===== src/rtl/rfd_consts.svh =====
// Offsets, field positions, reset values and field codes of the receive decoder config bank
`ifndef RFD_CONSTS_SVH
`define RFD_CONSTS_SVH
`define RFD_IDX_SOF_WIDTH   8'h16
`define RFD_IDX_PRESET_A    8'h17
`define RFD_IDX_RX_CTRL1    8'h19
`define RFD_IDX_DEC_SETUP   8'h1a
`define RFD_IDX_PHASE       8'h1b
`define RFD_IDX_LEVELS      8'h1c
`define RFD_IDX_PRESET_B    8'h1d
`define RFD_IDX_GUARD       8'h21
`define RFD_IDX_RX_STATUS   8'h30
`define RFD_RST_SOF_WIDTH   8'h3f
`define RFD_RST_PRESET      8'h00
`define RFD_RST_RX_CTRL1    8'h8b
`define RFD_RST_DEC_SETUP   8'h00
`define RFD_RST_PHASE       8'h54
`define RFD_RST_LEVELS      8'h68
`define RFD_RST_GUARD       8'h08
`define RFD_SPC_8           3'h3
`define RFD_SPC_16          3'h4
`define RFD_FRAME_LEGACY    2'h0
`define RFD_FRAME_ISO       2'h2
`define RFD_BIT_MULTI       6
`define RFD_BIT_COLLMASK    5
`define RFD_BIT_POLARITY    2
`endif


===== src/rtl/rfd_pkg.sv =====
// Types shared by the receive decoder config bank
package rfd_pkg;
	typedef enum logic [1:0] {RFD_RX_IDLE, RFD_RX_GUARD, RFD_RX_ACTIVE, RFD_RX_OFF} rfd_rx_state_t;
endpackage : rfd_pkg


===== src/rtl/rfd_config.sv =====
// APB register bank and receive control for the vicinity-card decoder path
`timescale 1ns/1ps
`include "rfd_consts.svh"
// Function
// [RQ1] SOF pulse lasts 2*(width+1) oscillator clocks, full 8-bit field.
// [RQ2] Software programs SOF width 0x3F or 0x73 per mode.
// [RQ3] Software leaves reserved presets 0x17 and 0x1D at zero.
// [RQ4] Pulse count code 011 selects 8, 100 selects 16; others reserved.
// [RQ5] Software keeps receiver control bits 4..2 at 010.
// [RQ6] Gain code selects 27, 31, 38 or 42 dB step.
// [RQ7] Multi-frame off: receiver stops after one stream; on: keeps receiving.
// [RQ8] Collision masking forces bits after a collision to zero.
// [RQ9] Frame type 00 legacy, 10 ISO; 01 and 11 reserved.
// [RQ10] Polarity 0: first-half modulation is 1; polarity 1: it is 0.
// [RQ11] Phase offset field drives clock phase; resets to 0x54.
// [RQ12] Inputs weaker than minimum level are ignored.
// [RQ13] Collision flagged only when weaker half reaches collision level.
// [RQ14] Software keeps decode setup bits 7 and 1..0 at zero.
// [RQ15] After transmit, receiver waits guard bit clocks, ignoring input.
// [RQ16] Every register loads its reset value on reset.
module rfd_config
	import rfd_pkg::*;
(
	input  wire logic        clk,
	input  wire logic        nrst,
	input  wire logic        psel,
	input  wire logic        penable,
	input  wire logic        pwrite,
	input  wire logic [11:0] paddr,
	input  wire logic [31:0] pwdata,
	output logic      [31:0] prdata,
	output logic             pready,
	output logic             pslverr,
	input  wire logic        sof_start,
	output logic             sof_mod_out,
	input  wire logic        tx_done,
	input  wire logic        bit_tick,
	input  wire logic        half_valid,
	input  wire logic [3:0]  half1_amp,
	input  wire logic [3:0]  half2_amp,
	input  wire logic        frame_end,
	output logic             rx_enable,
	output logic             bit_valid,
	output logic             bit_data,
	output logic             bit_collision,
	output logic [4:0]       pulses_per_bit,
	output logic             pulse_code_bad,
	output logic [5:0]       gain_db,
	output logic             frame_iso,
	output logic             frame_code_bad,
	output logic [7:0]       tx_rx_phase_offset
);
	logic [7:0]    sof_pulse_width_reg;
	logic [7:0]    receiver_control_one_reg;
	logic [7:0]    frame_decode_setup_reg;
	logic [7:0]    tx_rx_phase_offset_reg;
	logic [7:0]    decode_levels_reg;
	logic [7:0]    receive_guard_delay_reg;
	logic [7:0]    preset_a_reg;
	logic [7:0]    preset_b_reg;
	logic [9:0]    sof_cnt_reg;
	logic [7:0]    guard_cnt_reg;
	logic          coll_seen_reg;
	rfd_rx_state_t rx_state_reg;
	logic          bit_valid_reg;
	logic          bit_data_reg;
	logic          bit_coll_reg;
	logic          wr_en;
	logic          wr_hit;
	logic          rd_en;
	logic [9:0]    word_idx;
	logic          idx_hit;
	logic [7:0]    rd_val;
	logic [3:0]    strong_amp;
	logic [3:0]    weak_amp;
	logic          strong_ok;
	logic          coll_now;
	logic          first_half_mod;
	logic          raw_bit;
	logic          bit_take;

	// No wait states; index is the printed offset, byte address is four times it
	assign pready   = 1'b1;
	assign wr_en    = psel && penable && pwrite;
	assign wr_hit   = wr_en && idx_hit;
	// Read data is captured in the setup cycle so it already stands at the access edge
	assign rd_en    = psel && !penable && !pwrite;
	assign word_idx = paddr[11:2];
	assign idx_hit  = (paddr[1:0] == 2'h0) && (word_idx[9:8] == 2'h0);

	// Read decode; unmapped words read zero and raise pslverr
	always_comb begin
		rd_val  = 8'h00;
		pslverr = 1'b0;
		if (!idx_hit) begin
			pslverr = psel && penable;
		end else begin
			unique case (word_idx[7:0])
				`RFD_IDX_SOF_WIDTH: rd_val = sof_pulse_width_reg;
				`RFD_IDX_PRESET_A:  rd_val = preset_a_reg;
				`RFD_IDX_RX_CTRL1:  rd_val = receiver_control_one_reg;
				`RFD_IDX_DEC_SETUP: rd_val = frame_decode_setup_reg;
				`RFD_IDX_PHASE:     rd_val = tx_rx_phase_offset_reg;
				`RFD_IDX_LEVELS:    rd_val = decode_levels_reg;
				`RFD_IDX_PRESET_B:  rd_val = preset_b_reg;
				`RFD_IDX_GUARD:     rd_val = receive_guard_delay_reg;
				`RFD_IDX_RX_STATUS: rd_val = {4'h0, coll_seen_reg, rx_enable, rx_state_reg};
				default:            pslverr = psel && penable;
			endcase
		end
	end

	// Read data registered at the setup edge; status is therefore one cycle old
	always_ff @(posedge clk or negedge nrst) begin
		if (!nrst) begin
			prdata <= 32'h0;
		end else if (rd_en) begin
			prdata <= {24'h0, rd_val};
		end
	end

	// SOF width; every write takes the low byte of pwdata
	always_ff @(posedge clk or negedge nrst) begin
		if (!nrst) begin
			sof_pulse_width_reg <= `RFD_RST_SOF_WIDTH; // RQ16
		end else if (wr_hit && (word_idx[7:0] == `RFD_IDX_SOF_WIDTH)) begin
			sof_pulse_width_reg <= pwdata[7:0]; // RQ1
		end
	end

	// Receiver control: pulse count and gain; bits 4..2 are kept as written
	always_ff @(posedge clk or negedge nrst) begin
		if (!nrst) begin
			receiver_control_one_reg <= `RFD_RST_RX_CTRL1; // RQ16
		end else if (wr_hit && (word_idx[7:0] == `RFD_IDX_RX_CTRL1)) begin
			receiver_control_one_reg <= pwdata[7:0];
		end
	end

	// Decode setup: multi-frame, masking, framing and polarity
	always_ff @(posedge clk or negedge nrst) begin
		if (!nrst) begin
			frame_decode_setup_reg <= `RFD_RST_DEC_SETUP; // RQ16
		end else if (wr_hit && (word_idx[7:0] == `RFD_IDX_DEC_SETUP)) begin
			frame_decode_setup_reg <= pwdata[7:0];
		end
	end

	// Phase offset; a wrong value breaks reception, so reset loads a working default
	always_ff @(posedge clk or negedge nrst) begin
		if (!nrst) begin
			tx_rx_phase_offset_reg <= `RFD_RST_PHASE; // RQ11
		end else if (wr_hit && (word_idx[7:0] == `RFD_IDX_PHASE)) begin
			tx_rx_phase_offset_reg <= pwdata[7:0];
		end
	end

	// Minimum level in the upper nibble, collision level in the lower
	always_ff @(posedge clk or negedge nrst) begin
		if (!nrst) begin
			decode_levels_reg <= `RFD_RST_LEVELS; // RQ16
		end else if (wr_hit && (word_idx[7:0] == `RFD_IDX_LEVELS)) begin
			decode_levels_reg <= pwdata[7:0];
		end
	end

	// Guard delay in bit clocks after a transmission
	always_ff @(posedge clk or negedge nrst) begin
		if (!nrst) begin
			receive_guard_delay_reg <= `RFD_RST_GUARD; // RQ16
		end else if (wr_hit && (word_idx[7:0] == `RFD_IDX_GUARD)) begin
			receive_guard_delay_reg <= pwdata[7:0]; // RQ15
		end
	end

	// Reserved preset; stays writable so a stray write is visible on read back
	always_ff @(posedge clk or negedge nrst) begin
		if (!nrst) begin
			preset_a_reg <= `RFD_RST_PRESET; // RQ16
		end else if (wr_hit && (word_idx[7:0] == `RFD_IDX_PRESET_A)) begin
			preset_a_reg <= pwdata[7:0];
		end
	end

	// Second reserved preset, same handling as the first
	always_ff @(posedge clk or negedge nrst) begin
		if (!nrst) begin
			preset_b_reg <= `RFD_RST_PRESET; // RQ16
		end else if (wr_hit && (word_idx[7:0] == `RFD_IDX_PRESET_B)) begin
			preset_b_reg <= pwdata[7:0];
		end
	end

	// SOF pulse counter: loads 2*(w+1) clocks; ten bits, since 0xff asks for 512
	// A start while the pulse runs reloads it, so the pulse is stretched, not doubled
	always_ff @(posedge clk or negedge nrst) begin
		if (!nrst) begin
			sof_cnt_reg <= 10'h0;
		end else if (sof_start) begin
			sof_cnt_reg <= {1'b0, sof_pulse_width_reg, 1'b0} + 10'h2; // RQ1
		end else if (sof_cnt_reg != 10'h0) begin
			sof_cnt_reg <= sof_cnt_reg - 10'h1;
		end
	end
	assign sof_mod_out = (sof_cnt_reg != 10'h0); // RQ1

	// Static decodes of the receiver control fields
	always_comb begin
		pulse_code_bad = 1'b0;
		unique case (receiver_control_one_reg[7:5])
			`RFD_SPC_8:  pulses_per_bit = 5'h08; // RQ4
			`RFD_SPC_16: pulses_per_bit = 5'h10; // RQ4
			default: begin
				pulses_per_bit = 5'h00;
				pulse_code_bad = 1'b1;
			end
		endcase
	end

	// Gain step in dB; all four codes are defined
	always_comb begin
		unique case (receiver_control_one_reg[1:0])
			2'h0: gain_db = 6'h1b; // RQ6
			2'h1: gain_db = 6'h1f;
			2'h2: gain_db = 6'h26;
			2'h3: gain_db = 6'h2a;
		endcase
	end

	assign frame_iso          = (frame_decode_setup_reg[4:3] == `RFD_FRAME_ISO); // RQ9
	assign frame_code_bad     = !frame_iso && (frame_decode_setup_reg[4:3] != `RFD_FRAME_LEGACY); // RQ9
	assign tx_rx_phase_offset = tx_rx_phase_offset_reg; // RQ11

	// Receive sequencing: guard after transmit, then active until a frame ends with multi-frame off
	always_ff @(posedge clk or negedge nrst) begin
		if (!nrst) begin
			rx_state_reg <= RFD_RX_IDLE;
		end else if (tx_done) begin
			rx_state_reg <= (receive_guard_delay_reg == 8'h0) ? RFD_RX_ACTIVE : RFD_RX_GUARD;
		end else begin
			unique case (rx_state_reg)
				RFD_RX_IDLE, RFD_RX_OFF: ;
				RFD_RX_GUARD: if (bit_tick && (guard_cnt_reg == 8'h1)) begin
					rx_state_reg <= RFD_RX_ACTIVE; // RQ15
				end
				RFD_RX_ACTIVE: if (frame_end && !frame_decode_setup_reg[`RFD_BIT_MULTI]) begin
					rx_state_reg <= RFD_RX_OFF; // RQ7
				end
			endcase
		end
	end

	// Guard counter counts bit clocks only while guarding; input is ignored meanwhile
	always_ff @(posedge clk or negedge nrst) begin
		if (!nrst) begin
			guard_cnt_reg <= 8'h0;
		end else if (tx_done) begin
			guard_cnt_reg <= receive_guard_delay_reg; // RQ15
		end else if ((rx_state_reg == RFD_RX_GUARD) && bit_tick) begin
			guard_cnt_reg <= guard_cnt_reg - 8'h1;
		end
	end
	assign rx_enable = (rx_state_reg == RFD_RX_ACTIVE);

	// Half-bit evaluation against the two thresholds
	assign strong_amp     = (half1_amp >= half2_amp) ? half1_amp : half2_amp;
	assign weak_amp       = (half1_amp >= half2_amp) ? half2_amp : half1_amp;
	assign strong_ok      = strong_amp >= decode_levels_reg[7:4]; // RQ12
	assign coll_now       = weak_amp >= decode_levels_reg[3:0]; // RQ13
	assign first_half_mod = half1_amp > half2_amp;
	assign raw_bit        = first_half_mod ^ frame_decode_setup_reg[`RFD_BIT_POLARITY]; // RQ10

	// Half-bit pairs are taken only while active and strong enough
	assign bit_take = rx_enable && half_valid && strong_ok; // RQ12

	// Valid strobe stands one cycle per accepted half-bit pair
	always_ff @(posedge clk or negedge nrst) begin
		if (!nrst) begin
			bit_valid_reg <= 1'b0;
		end else begin
			bit_valid_reg <= bit_take; // RQ12
		end
	end

	// Collision flag of the bit just taken
	always_ff @(posedge clk or negedge nrst) begin
		if (!nrst) begin
			bit_coll_reg <= 1'b0;
		end else if (bit_take) begin
			bit_coll_reg <= coll_now; // RQ13
		end
	end

	// Data bit; the colliding bit itself passes, only later bits are masked
	always_ff @(posedge clk or negedge nrst) begin
		if (!nrst) begin
			bit_data_reg <= 1'b0;
		end else if (bit_take) begin
			bit_data_reg <= (frame_decode_setup_reg[`RFD_BIT_COLLMASK] && coll_seen_reg)
				? 1'b0 : raw_bit; // RQ8
		end
	end

	// Collision memory; a collision in the closing cycle wins over the clear
	always_ff @(posedge clk or negedge nrst) begin
		if (!nrst) begin
			coll_seen_reg <= 1'b0;
		end else if (bit_take && coll_now) begin
			coll_seen_reg <= 1'b1; // RQ8
		end else if (frame_end || tx_done) begin
			coll_seen_reg <= 1'b0;
		end
	end
	assign bit_valid     = bit_valid_reg;
	assign bit_data      = bit_data_reg;
	assign bit_collision = bit_coll_reg;
endmodule : rfd_config


===== config.mk =====
export PLATFORM = sky130hd
export DESIGN_NAME = rfd_config
export DESIGN_NICKNAME = d
export VERILOG_FILES = /design/src/rtl/rfd_pkg.sv /design/src/rtl/rfd_config.sv
export VERILOG_INCLUDE_DIRS = /design/src /design/src/rtl
export SDC_FILE = /design/constraint.sdc
export NUM_CORES = 1
export LEC_CHECK = 0
export BUFFER_PORTS_ARGS = -buffer_cell sky130_fd_sc_hd__buf_2
export CAP_MARGIN = 20
export CORE_ASPECT_RATIO = 1.5
export CORE_UTILIZATION = 30
export CTS_BUF_LIST = sky130_fd_sc_hd__clkbuf_16
export CTS_CLUSTER_DIAMETER = 120
export DETAILED_ROUTE_END_ITERATION = 12
export SYNTH_ARGS = -nofsm -noshare
export SYNTH_HDL_FRONTEND = slang
export SYNTH_SLANG_ARGS = --single-unit

===== constraint.sdc =====
create_clock -name clk -period 3.8 [get_ports clk]
set_clock_uncertainty 0.2 [all_clocks]
set_input_delay 0.19 -clock clk [delete_from_list [all_inputs] [get_ports clk]]
set_output_delay 0.19 -clock clk [all_outputs]
set_load 0.005 [all_outputs]

==> impl_metrics.tcl, run 1 <==
set metrics [dict create \
    yosys.area_share.simple 0.158 \
    p_total_mw 2.27 \
    num-fill-cells 1902 \
    yosysMostFrequentCell "dfrtp_1" \
    synth_seq_cells 96 \
    ir_worst_vdd_mv 0.174 \
    post_drt_wl_per_cell_um 17.1 \
    initial_core_util 0.308 \
    switching_power_mw 0.593 \
    synth_top_family_by_area "multiplexers" \
    yosys.area.top_type_share 0.344 \
    cts_buffers 9 \
    sw_frac_of_total 0.261 \
    cts.clk_slew.worst_paths_ps 70 \
    crit_slowest_cell "mux2_2" \
    pwr-share-comb 0.134 \
    grt_pass1_wl_um 23800 \
    cts-resized-gates 0 \
    io_pins 123 \
    syn-instance-count 548 \
    num_vias 4319 \
    largest_reg_flops 10 \
    synth_compound_area_frac 0.112 \
    synth-seq-area-share 0.422 \
    path_max_fanout 4 \
    hold_class "in2reg" \
    post-route-min-period_ps 3070 \
    synth_xor_area_frac 0.0244 \
    setup_violations 0 \
    num_rows 61 \
    synth.area.mux_share 0.161 \
    grt_usage 0.161 \
    crit_required_ps 3840 \
    drtPass1Iterations 5 \
    ys.warnings.count 0 \
    io_buffers 69 \
    outcome "finished, final reports clean" \
    syn_to_final_growth_pct 14.4 \
    wl_met2_um 7470 \
    post-route-period-util 0.807 \
    antenna_found_initial 0 \
    netlist_area_mm2 0.00574 \
    path_class "in2reg" \
    fp.coreArea_mm2 0.0186 \
    drt_iter0_drc 278 \
    internal-power_mw 1.68 \
    ys.flop_type "dfrtp_1" \
    wl_um 14900 \
    die_width_um 115 \
    gp_congestion 0.907 \
    wl_met1_um 6200 \
    htree_levels 3 \
    drc_errors 0 \
    synthAdderAreaFrac 0.0458 \
    cts_sinks 96 \
    cpPeakStageDelay_ps 380 \
    tns_ps 0 \
    grt_setup_unrepaired "false" \
    overflow 0 \
    synth_area_leader_cell "dfrtp_1" \
    fin_ws_ps 732 \
    final_layout_size_suffix_gt1_frac 0.314 \
    die_h_um 171 \
    clk_path_buf_depth 2 \
    p_leak_nw 3.05 \
    yosysUniqueCellTypes 66 \
    grt_max_degree 65 \
    clockPowerShare 0.392 \
    maxSlewHeadroom 0.452 \
    fmax_mhz 326 \
    worstPathCellList "buf_2, inv_1, ha_1, nor2b_1, o21ai_0, nand3_1, a21oi_2, mux2_2, ha_1, a21o_1, a211o_1, o2111ai_1, mux2_2" \
    async_flop_share 1.00 \
    synth_edf_count 0 \
    powerDensity_mw_per_mm2 346 \
    grt_pass1_vias 4315 \
    synth_area_per_cell_um2 10.5 \
    end_kind "register" \
    root_buffer "clkbuf_16" \
    wl_met3_um 588 \
    start_kind "primary input" \
    sequentialPowerShare 0.474 \
    dieArea_mm2 0.0197 \
    tightest_slew_ps 821 \
    maxCapViolations 0 \
    ant_nets 0 \
    hold_violations 0 \
    arrival_ps 3110 \
    drv_slew 0 \
    cts_tree "yes" \
    synth_common_cells "dfrtp_1, mux2_2, nand2_1" \
    final_nets 695 \
    clk_latency_ps 350 \
    routed_via_density 4.96 \
    dr.max_layer_used "met4" \
    dp_slack_ps 315 \
    synth_area_leaders "dfrtp_1, mux2_2, dfstp_2" \
    post-dp-hpwl_um 11300 \
]
[worst paths after layout]
kind / slack (ps) / depth (start not counted) / from / to
worst max-delay path: 730 / 13 / half2_amp[1] / bit_data$_DFFE_PN0P_
worst min-delay path: 6 / 3 / pwdata[7] / decode_levels_reg[7]$_DFFE_PN0P_
worst max register to register: 1590 / 6 / decode_levels_reg[5]$_DFFE_PN1P_ / bit_data$_DFFE_PN0P_
worst min register to register: 270 / 2 / prdata[7]$_DFFE_PN0P_ / prdata[7]$_DFFE_PN0P_
max in group asynchronous: 2280 / 3 / nrst / tx_rx_phase_offset[6]$_DFFE_PN1P_
min in group asynchronous: 270 / 2 / nrst / sof_cnt_reg[0]$_DFFE_PN0P_
[layout by cell type, fill, tap and decap left out, types with 11 or more instances in the layout]
cell type	netlist	routed
ha_1	21	21
dfrtp_1	79	79
nor2_1	21	21
dfstp_2	17	17
a21oi_1	11	11
buf_2	3	68
nand3_1	12	12
o21ai_0	31	31
nand2_1	37	37
inv_1	29	30
conb_1	2	29
nor3_1	11	11
nor2b_1	11	11
mux2_2	74	74
[per-stage QoR]
step                area [um^2]  utilization  cells  hold WS (ps)
floorplan                  5840            -    575          -306
global placement           6230        0.334    848           137
detailed placement         6230        0.334    848           138
CTS                        6570        0.353    869          7.62
global route               6570        0.353    869          34.9
finish                     6570        0.353    870          5.58
[power groups by stage]
stage	logic, mW	registers, mW	clock network [mW]
after floorplan	0.208	1.09	0
after global placement	0.299	1.09	0
after detailed placement	0.301	1.10	0
after CTS	0.307	1.08	0.901
after global routing	0.342	1.08	0.946
final	0.304	1.08	0.890
[area by class of cell]
type | count | area (um^2) | area share
well taps | 252 | 315 | 0.0480
inverters | 29 | 109 | 0.0166
repair buffers | 80 | 443 | 0.0674
clock inverters | 7 | 65.1 | 0.00990
clock buffers | 9 | 225 | 0.0343
flip-flops and latches | 96 | 2420 | 0.369
diodes | 1 | 2.50 | 0.000381
multi-input cells | 396 | 2990 | 0.454
[layer usage]
layer  vias to the layer above  GRT usage
li1                       2052          -
met1                      2094      0.187
met2                       140      0.282
met3                        33     0.0257
met4                         0     0.0841
met5                         -          0
[critical path, delay by kind of cell]
family / cells / cell delay [ps]
AO/OA/AOI/OAI: 5 / 1190
multiplexers: 2 / 750
adder cells (fa/ha/maj): 2 / 570
AND/OR/NAND/NOR: 2 / 270
buffers and inverters: 2 / 130
[kinds of logic after synthesis]
| kind of cell | after synthesis |
|---|---|
| other | 2 |
| adder cells (fa/ha/maj) | 21 |
| multiplexers | 83 |
| flip-flops | 96 |
| AND/OR/NAND/NOR | 151 |
| buffers and inverters | 83 |
| XOR/XNOR | 16 |
| AO/OA/AOI/OAI | 96 |
[repair_timing]
action | in CTS | in global routing
setup buffers | 0 | 0
endpoints found under the hold margin | 57 | 0
hold buffers | 5 | 0
Note: power is estimated with default switching activity, not from simulation.
==> run 2: changes to the inputs <==
clock period = 2.5 ns   (was 3.8 ns; I/O delays follow)
==> run 2 against run 1 <==
The run now ends with negative setup slack left. Count of clock-buffer cells in the layout did not move. Via count rose by 4.4%. Worst hold slack improved by 30 ps. Sequential power rose by 52%. Sequential share of layout area fell by 2.4 points. Clock power rose by 47%. Combinational power rose by 81%. Register-to-register slack got worse by 1300 ps. Cell count rose by 5.1%. Wire length rose by 3.4%. First-iteration DRC count fell by 5.8%.
==> impl_metrics.tcl, run 2 (same netlist as run 1, synthesis figures left out) <==
set metrics [dict create \
    violations "negative setup slack" \
    crit_required_ps 2540 \
    tns_ps -147 \
    p_leak_nw 3.30 \
    ir_worst_vdd_mv 0.276 \
    grt_setup_unrepaired "true" \
    initial_core_util 0.308 \
    num-fill-cells 1902 \
    drc_errors 0 \
    die_h_um 171 \
    cpPeakStageDelay_ps 320 \
    drtPass1Iterations 4 \
    outcome "finished with violations" \
    clk_path_buf_depth 2 \
    drt_iter0_drc 262 \
    wl_um 15400 \
    cts_sinks 96 \
    path_class "in2reg" \
    arrival_ps 2630 \
    layout_common_cells "dfrtp_1, mux2_2, buf_2" \
    cts_buffers 9 \
    hold_violations 0 \
    hold_class "in2reg" \
    post_drt_wl_per_cell_um 16.8 \
    grt_pass1_wl_um 24300 \
    grt_max_degree 59 \
    fin_ws_ps -93.9 \
    dp_slack_ps -469 \
    cts.clk_slew.worst_paths_ps 60 \
    num_rows 61 \
    fmax_mhz 386 \
    routed_via_density 4.93 \
    start_kind "primary input" \
    multiInputGateArea_mm2 0.00305 \
    gp_congestion 0.897 \
    post-route-period-util 1.04 \
    clk_latency_ps 350 \
    htree_levels 3 \
    largest_reg_flops 10 \
    worst_hold_slack_ps 35.5 \
    root_buffer "clkbuf_16" \
    diodes 0 \
    tightest_slew_ps 551 \
    dieArea_mm2 0.0197 \
    num_vias 4507 \
    die_width_um 115 \
    grt_usage 0.165 \
    maxSlewHeadroom 0.630 \
    path_max_fanout 5 \
    layout_commonest_cell "dfrtp_1" \
    final_nets 740 \
    syn_to_final_growth_pct 22.2 \
    worstPathCellList "buf_8, inv_4, ha_4, nor2b_1, o21ai_1, nand3_1, a21oi_4, buf_6, mux2_4, ha_4, a21o_1, a211o_1, o2111ai_4, mux2_4" \
    crit_slowest_cell "mux2_4" \
    grt_pass1_vias 4347 \
    maxCapViolations 0 \
    overflow 0 \
    setup_violations 3 \
    end_kind "register" \
    powerDensity_mw_per_mm2 499 \
    io_buffers 69 \
    antenna_found_initial 0 \
    fp.coreArea_mm2 0.0186 \
    final_layout_size_suffix_gt1_frac 0.355 \
    post-dp-hpwl_um 11800 \
    io_pins 123 \
    post-route-min-period_ps 2590 \
    ff_latch_area_mm2 0.00242 \
    cts_tree "yes" \
    ant_nets 0 \
    drv_slew 0 \
]
==> run 2: cell types whose count changed in the layout (fill, tap and decap cells not counted), sizes merged <==
cell,delta
inv,+1
diode,-1
clkinvlp,-2
buf,+38
clkinv,+1
dlygate4sd3,+7
==> run 2: critical path: cells and delay by family <==
family	cells	cell delay (ps)
mux	2	620
buf+inv	3	270
compound gates	5	960
simple gates	2	270
fa+ha+maj	2	390
==> run 2: final timing paths <==
kind	slack [ps]	depth (start not counted)	start	endpoint
setup / recovery	-90	14	half2_amp[1]	bit_data$_DFFE_PN0P_
hold / removal	40	2	pwdata[4]	receiver_control_one_reg[4]$_DFFE_PN0P_
setup reg to reg	340	5	sof_cnt_reg[4]$_DFFE_PN0P_	sof_cnt_reg[3]$_DFFE_PN0P_
hold reg to reg	280	2	prdata[7]$_DFFE_PN0P_	prdata[7]$_DFFE_PN0P_
max in group asynchronous	1260	3	nrst	receiver_control_one_reg[1]$_DFFE_PN1P_
min in group asynchronous	90	2	nrst	sof_cnt_reg[7]$_DFFE_PN0P_
==> run 2: area by class of cell <==
cell class	count	area share
clock inverters	7	0.00802
clock buffers	9	0.0321
well taps	252	0.0449
inverters	29	0.0159
flip-flops and latches	96	0.345
repair buffers	125	0.119
multi-input cells	396	0.435
==> run 2: power by group <==
part	leakage, nW	switching [mW]	internal (mW)
combinational	1.92	0.301	0.248
sequential	1.24	0.0375	1.60
clock	0.141	0.556	0.757
==> run 2: repair_timing <==
item                       CTS  global route
buffers inserted             1             3
pin swaps                    0             4
setup endpoints to repair    3             4
gates cloned                 0             0
hold buffers                12             0
hold endpoints to repair    72             0
gates resized for setup      7             2
==> run 2: layer usage <==
metal  up-vias  wire (um)  track usage
met5         -          0            0
met4         0        558       0.0757
met3        35        704       0.0268
met2       163       8170        0.303
met1      2166       5960        0.185
li1       2143          -            -
==> run 2: through the flow <==
step,utilization,power [mW],area (um^2),cells
2_1_floorplan,-,1.99,5900,575
3_3_place_gp,0.352,2.18,6550,882
3_5_place_dp,0.352,2.19,6550,882
4_1_cts,0.375,3.53,6990,911
5_1_grt,0.377,3.65,7020,914
6_report,0.377,3.50,7020,914
==> run 3: changes to the inputs <==
SLEW_MARGIN = 20   (was not set)
clock period = 3.32 ns   (was 2.5 ns; I/O delays follow)
==> run 3 against run 2 <==
Die area is the same. Cell area fell by 5.2%. Cell count decreased by 3.9%. Critical path depth fell by 2. The run now ends clean. Register-to-register slack gained 830 ps.
==> impl_metrics.tcl, run 3 (same netlist as run 1, synthesis figures left out) <==
set metrics [dict create \
    arrival_ps 2920 \
    drt_iter0_drc 233 \
    final_layout_size_suffix_gt1_frac 0.318 \
    sequentialPowerShare 0.478 \
    post_drt_wl_per_cell_um 16.9 \
    ff2ff_path_depth 5 \
    layout_common_cells "dfrtp_1, mux2_2, buf_2" \
    cts_sinks 96 \
    min_from "half_valid" \
    pwr-share-comb 0.138 \
    gp_congestion 0.910 \
    post-route-period-util 0.872 \
    drv_slew 0 \
    cts.clk_slew.worst_paths_ps 60 \
    cpLargestDelayFamily "compound AO/OA/AOI/OAI gates" \
    wl_um 14800 \
    io_pins 123 \
    r2r_start "sof_cnt_reg[4]$_DFFE_PN0P_" \
    grt_setup_unrepaired "false" \
    grt_pass1_wl_um 23700 \
    clk_path_buf_depth 2 \
    cpPeakStageDelay_ps 370 \
    hold_violations 0 \
    fin_ws_ps 426 \
    cts-resized-gates 0 \
    hold_class "in2reg" \
    grt_usage 0.160 \
    cts_buffers 9 \
    overflow 0 \
    final_nets 705 \
    path_class "in2reg" \
    maxCapViolations 0 \
    num-fill-cells 1900 \
    ir_worst_vdd_mv 0.182 \
    routed_via_density 4.90 \
    antenna_found_initial 0 \
    dp_slack_ps 46.1 \
    grt_pass1_vias 4253 \
    tightest_slew_ps 668 \
    cts_tree "yes" \
    post-dp-hpwl_um 11300 \
    tns_ps 0 \
    num_rows 61 \
    path_max_fanout 4 \
    clk_latency_ps 340 \
    hold_path_end "bit_data$_DFFE_PN0P_" \
    crit_required_ps 3350 \
    num_vias 4302 \
    fmax_mhz 346 \
    end_kind "register" \
    diodes 0 \
    setup_violations 0 \
    post-route-min-period_ps 2890 \
    drtPass1Iterations 4 \
    io_buffers 69 \
    initial_core_util 0.308 \
    outcome "finished, final reports clean" \
    syn_to_final_growth_pct 15.9 \
    p_leak_nw 3.11 \
    fp.coreArea_mm2 0.0186 \
    sw_frac_of_total 0.255 \
    r2r-end "sof_cnt_reg[3]$_DFFE_PN0P_" \
    ant_nets 0 \
    path_buf_inv 1 \
    clockPowerShare 0.384 \
    layout_commonest_cell "dfrtp_1" \
    start_kind "primary input" \
    grt_max_degree 52 \
    htree_levels 3 \
    drc_errors 0 \
    root_buffer "clkbuf_16" \
    hold_depth 3 \
    powerDensity_mw_per_mm2 388 \
    worstPathCellList "buf_2, ha_1, nor2b_1, o21ai_0, nand3_1, a21oi_2, mux2_2, ha_1, a21o_1, a211o_1, o2111ai_1, mux2_2" \
    dieArea_mm2 0.0197 \
    die_width_um 115 \
    switching_power_mw 0.657 \
    internal-power_mw 1.92 \
    largest_reg_flops 10 \
    reg2reg_slack_ps 1170 \
    die_h_um 171 \
    crit_slowest_cell "mux2_2" \
    maxSlewHeadroom 0.554 \
]
[run 3: cell count changes in the layout (fill, tap and decap cells not counted), moves of 2 or more]
cell	previous run	this run
buf_4	42	12
buf_6	3	0
clkinv_1	3	0
dlygate4sd3_1	12	9
buf_2	66	68
clkinv_2	0	2
ha_1	19	21
ha_4	2	0
mux2_2	72	74
mux2_4	2	0
[run 3: layout make-up]
cell class | count | area, um^2 | share of cell area
Multi-Input combinational cell | 396 | 2990 | 0.449
Sequential cell | 96 | 2420 | 0.364
Timing Repair Buffer | 90 | 541 | 0.0812
Tap cell | 252 | 315 | 0.0474
Clock buffer | 9 | 225 | 0.0338
Inverter | 29 | 109 | 0.0164
Clock inverter | 6 | 55.1 | 0.00827
[run 3: worst max-delay path by stage]
stage	to	cells past startpoint	start
2_1_floorplan	bit_data$_DFFE_PN0P_	12	half2_amp[1]
3_3_place_gp	bit_data$_DFFE_PN0P_	13	half2_amp[1]
6_report	bit_data$_DFFE_PN0P_	12	half1_amp[1]
5_1_grt	bit_data$_DFFE_PN0P_	14	half2_amp[1]
4_1_cts	bit_data$_DFFE_PN0P_	12	half1_amp[1]
3_5_place_dp	bit_data$_DFFE_PN0P_	12	half1_amp[1]
[run 3: power by group through the flow]
stage	Sequential, mW	Combinational (mW)	Clock, mW
detailed placement	1.25	0.351	0
finish	1.23	0.357	0.990
floorplan	1.25	0.238	0
global route	1.24	0.402	1.07
CTS	1.23	0.361	1.01
global placement	1.25	0.347	0
[run 3: repair_timing]
action                                  in CTS  in global routing
buffers inserted                             0                  0
hold buffers                                 9                  0
hold endpoints to repair                    43                  0
endpoints found under the setup margin       0                  0
[run 3: worst register-to-register path: stages (launching register included)]
cell,delay [ps]
dfrtp_1,390
or3_1,510
nor4_4,490
nor3_1,110
a211oi_1,250
a21oi_1,70
[run 3: layer usage]
metal | share of wire | global-route usage
met1 | 0.41 | 0.184
met2 | 0.52 | 0.285
met4 | 0.037 | 0.0847
met5 | 0 | 0
met3 | 0.036 | 0.0222
[run 3: per-stage QoR]
stage / power [mW] / cells / util / area (um^2) / hold WS (ps)
2_1_floorplan: 1.49 / 575 / - / 5840 / -330
3_3_place_gp: 1.60 / 854 / 0.337 / 6280 / 10.1
3_5_place_dp: 1.60 / 854 / 0.337 / 6280 / 15.6
4_1_cts: 2.61 / 878 / 0.357 / 6650 / 8.53
5_1_grt: 2.71 / 878 / 0.357 / 6650 / 37.7
6_report: 2.58 / 878 / 0.357 / 6650 / 12.9
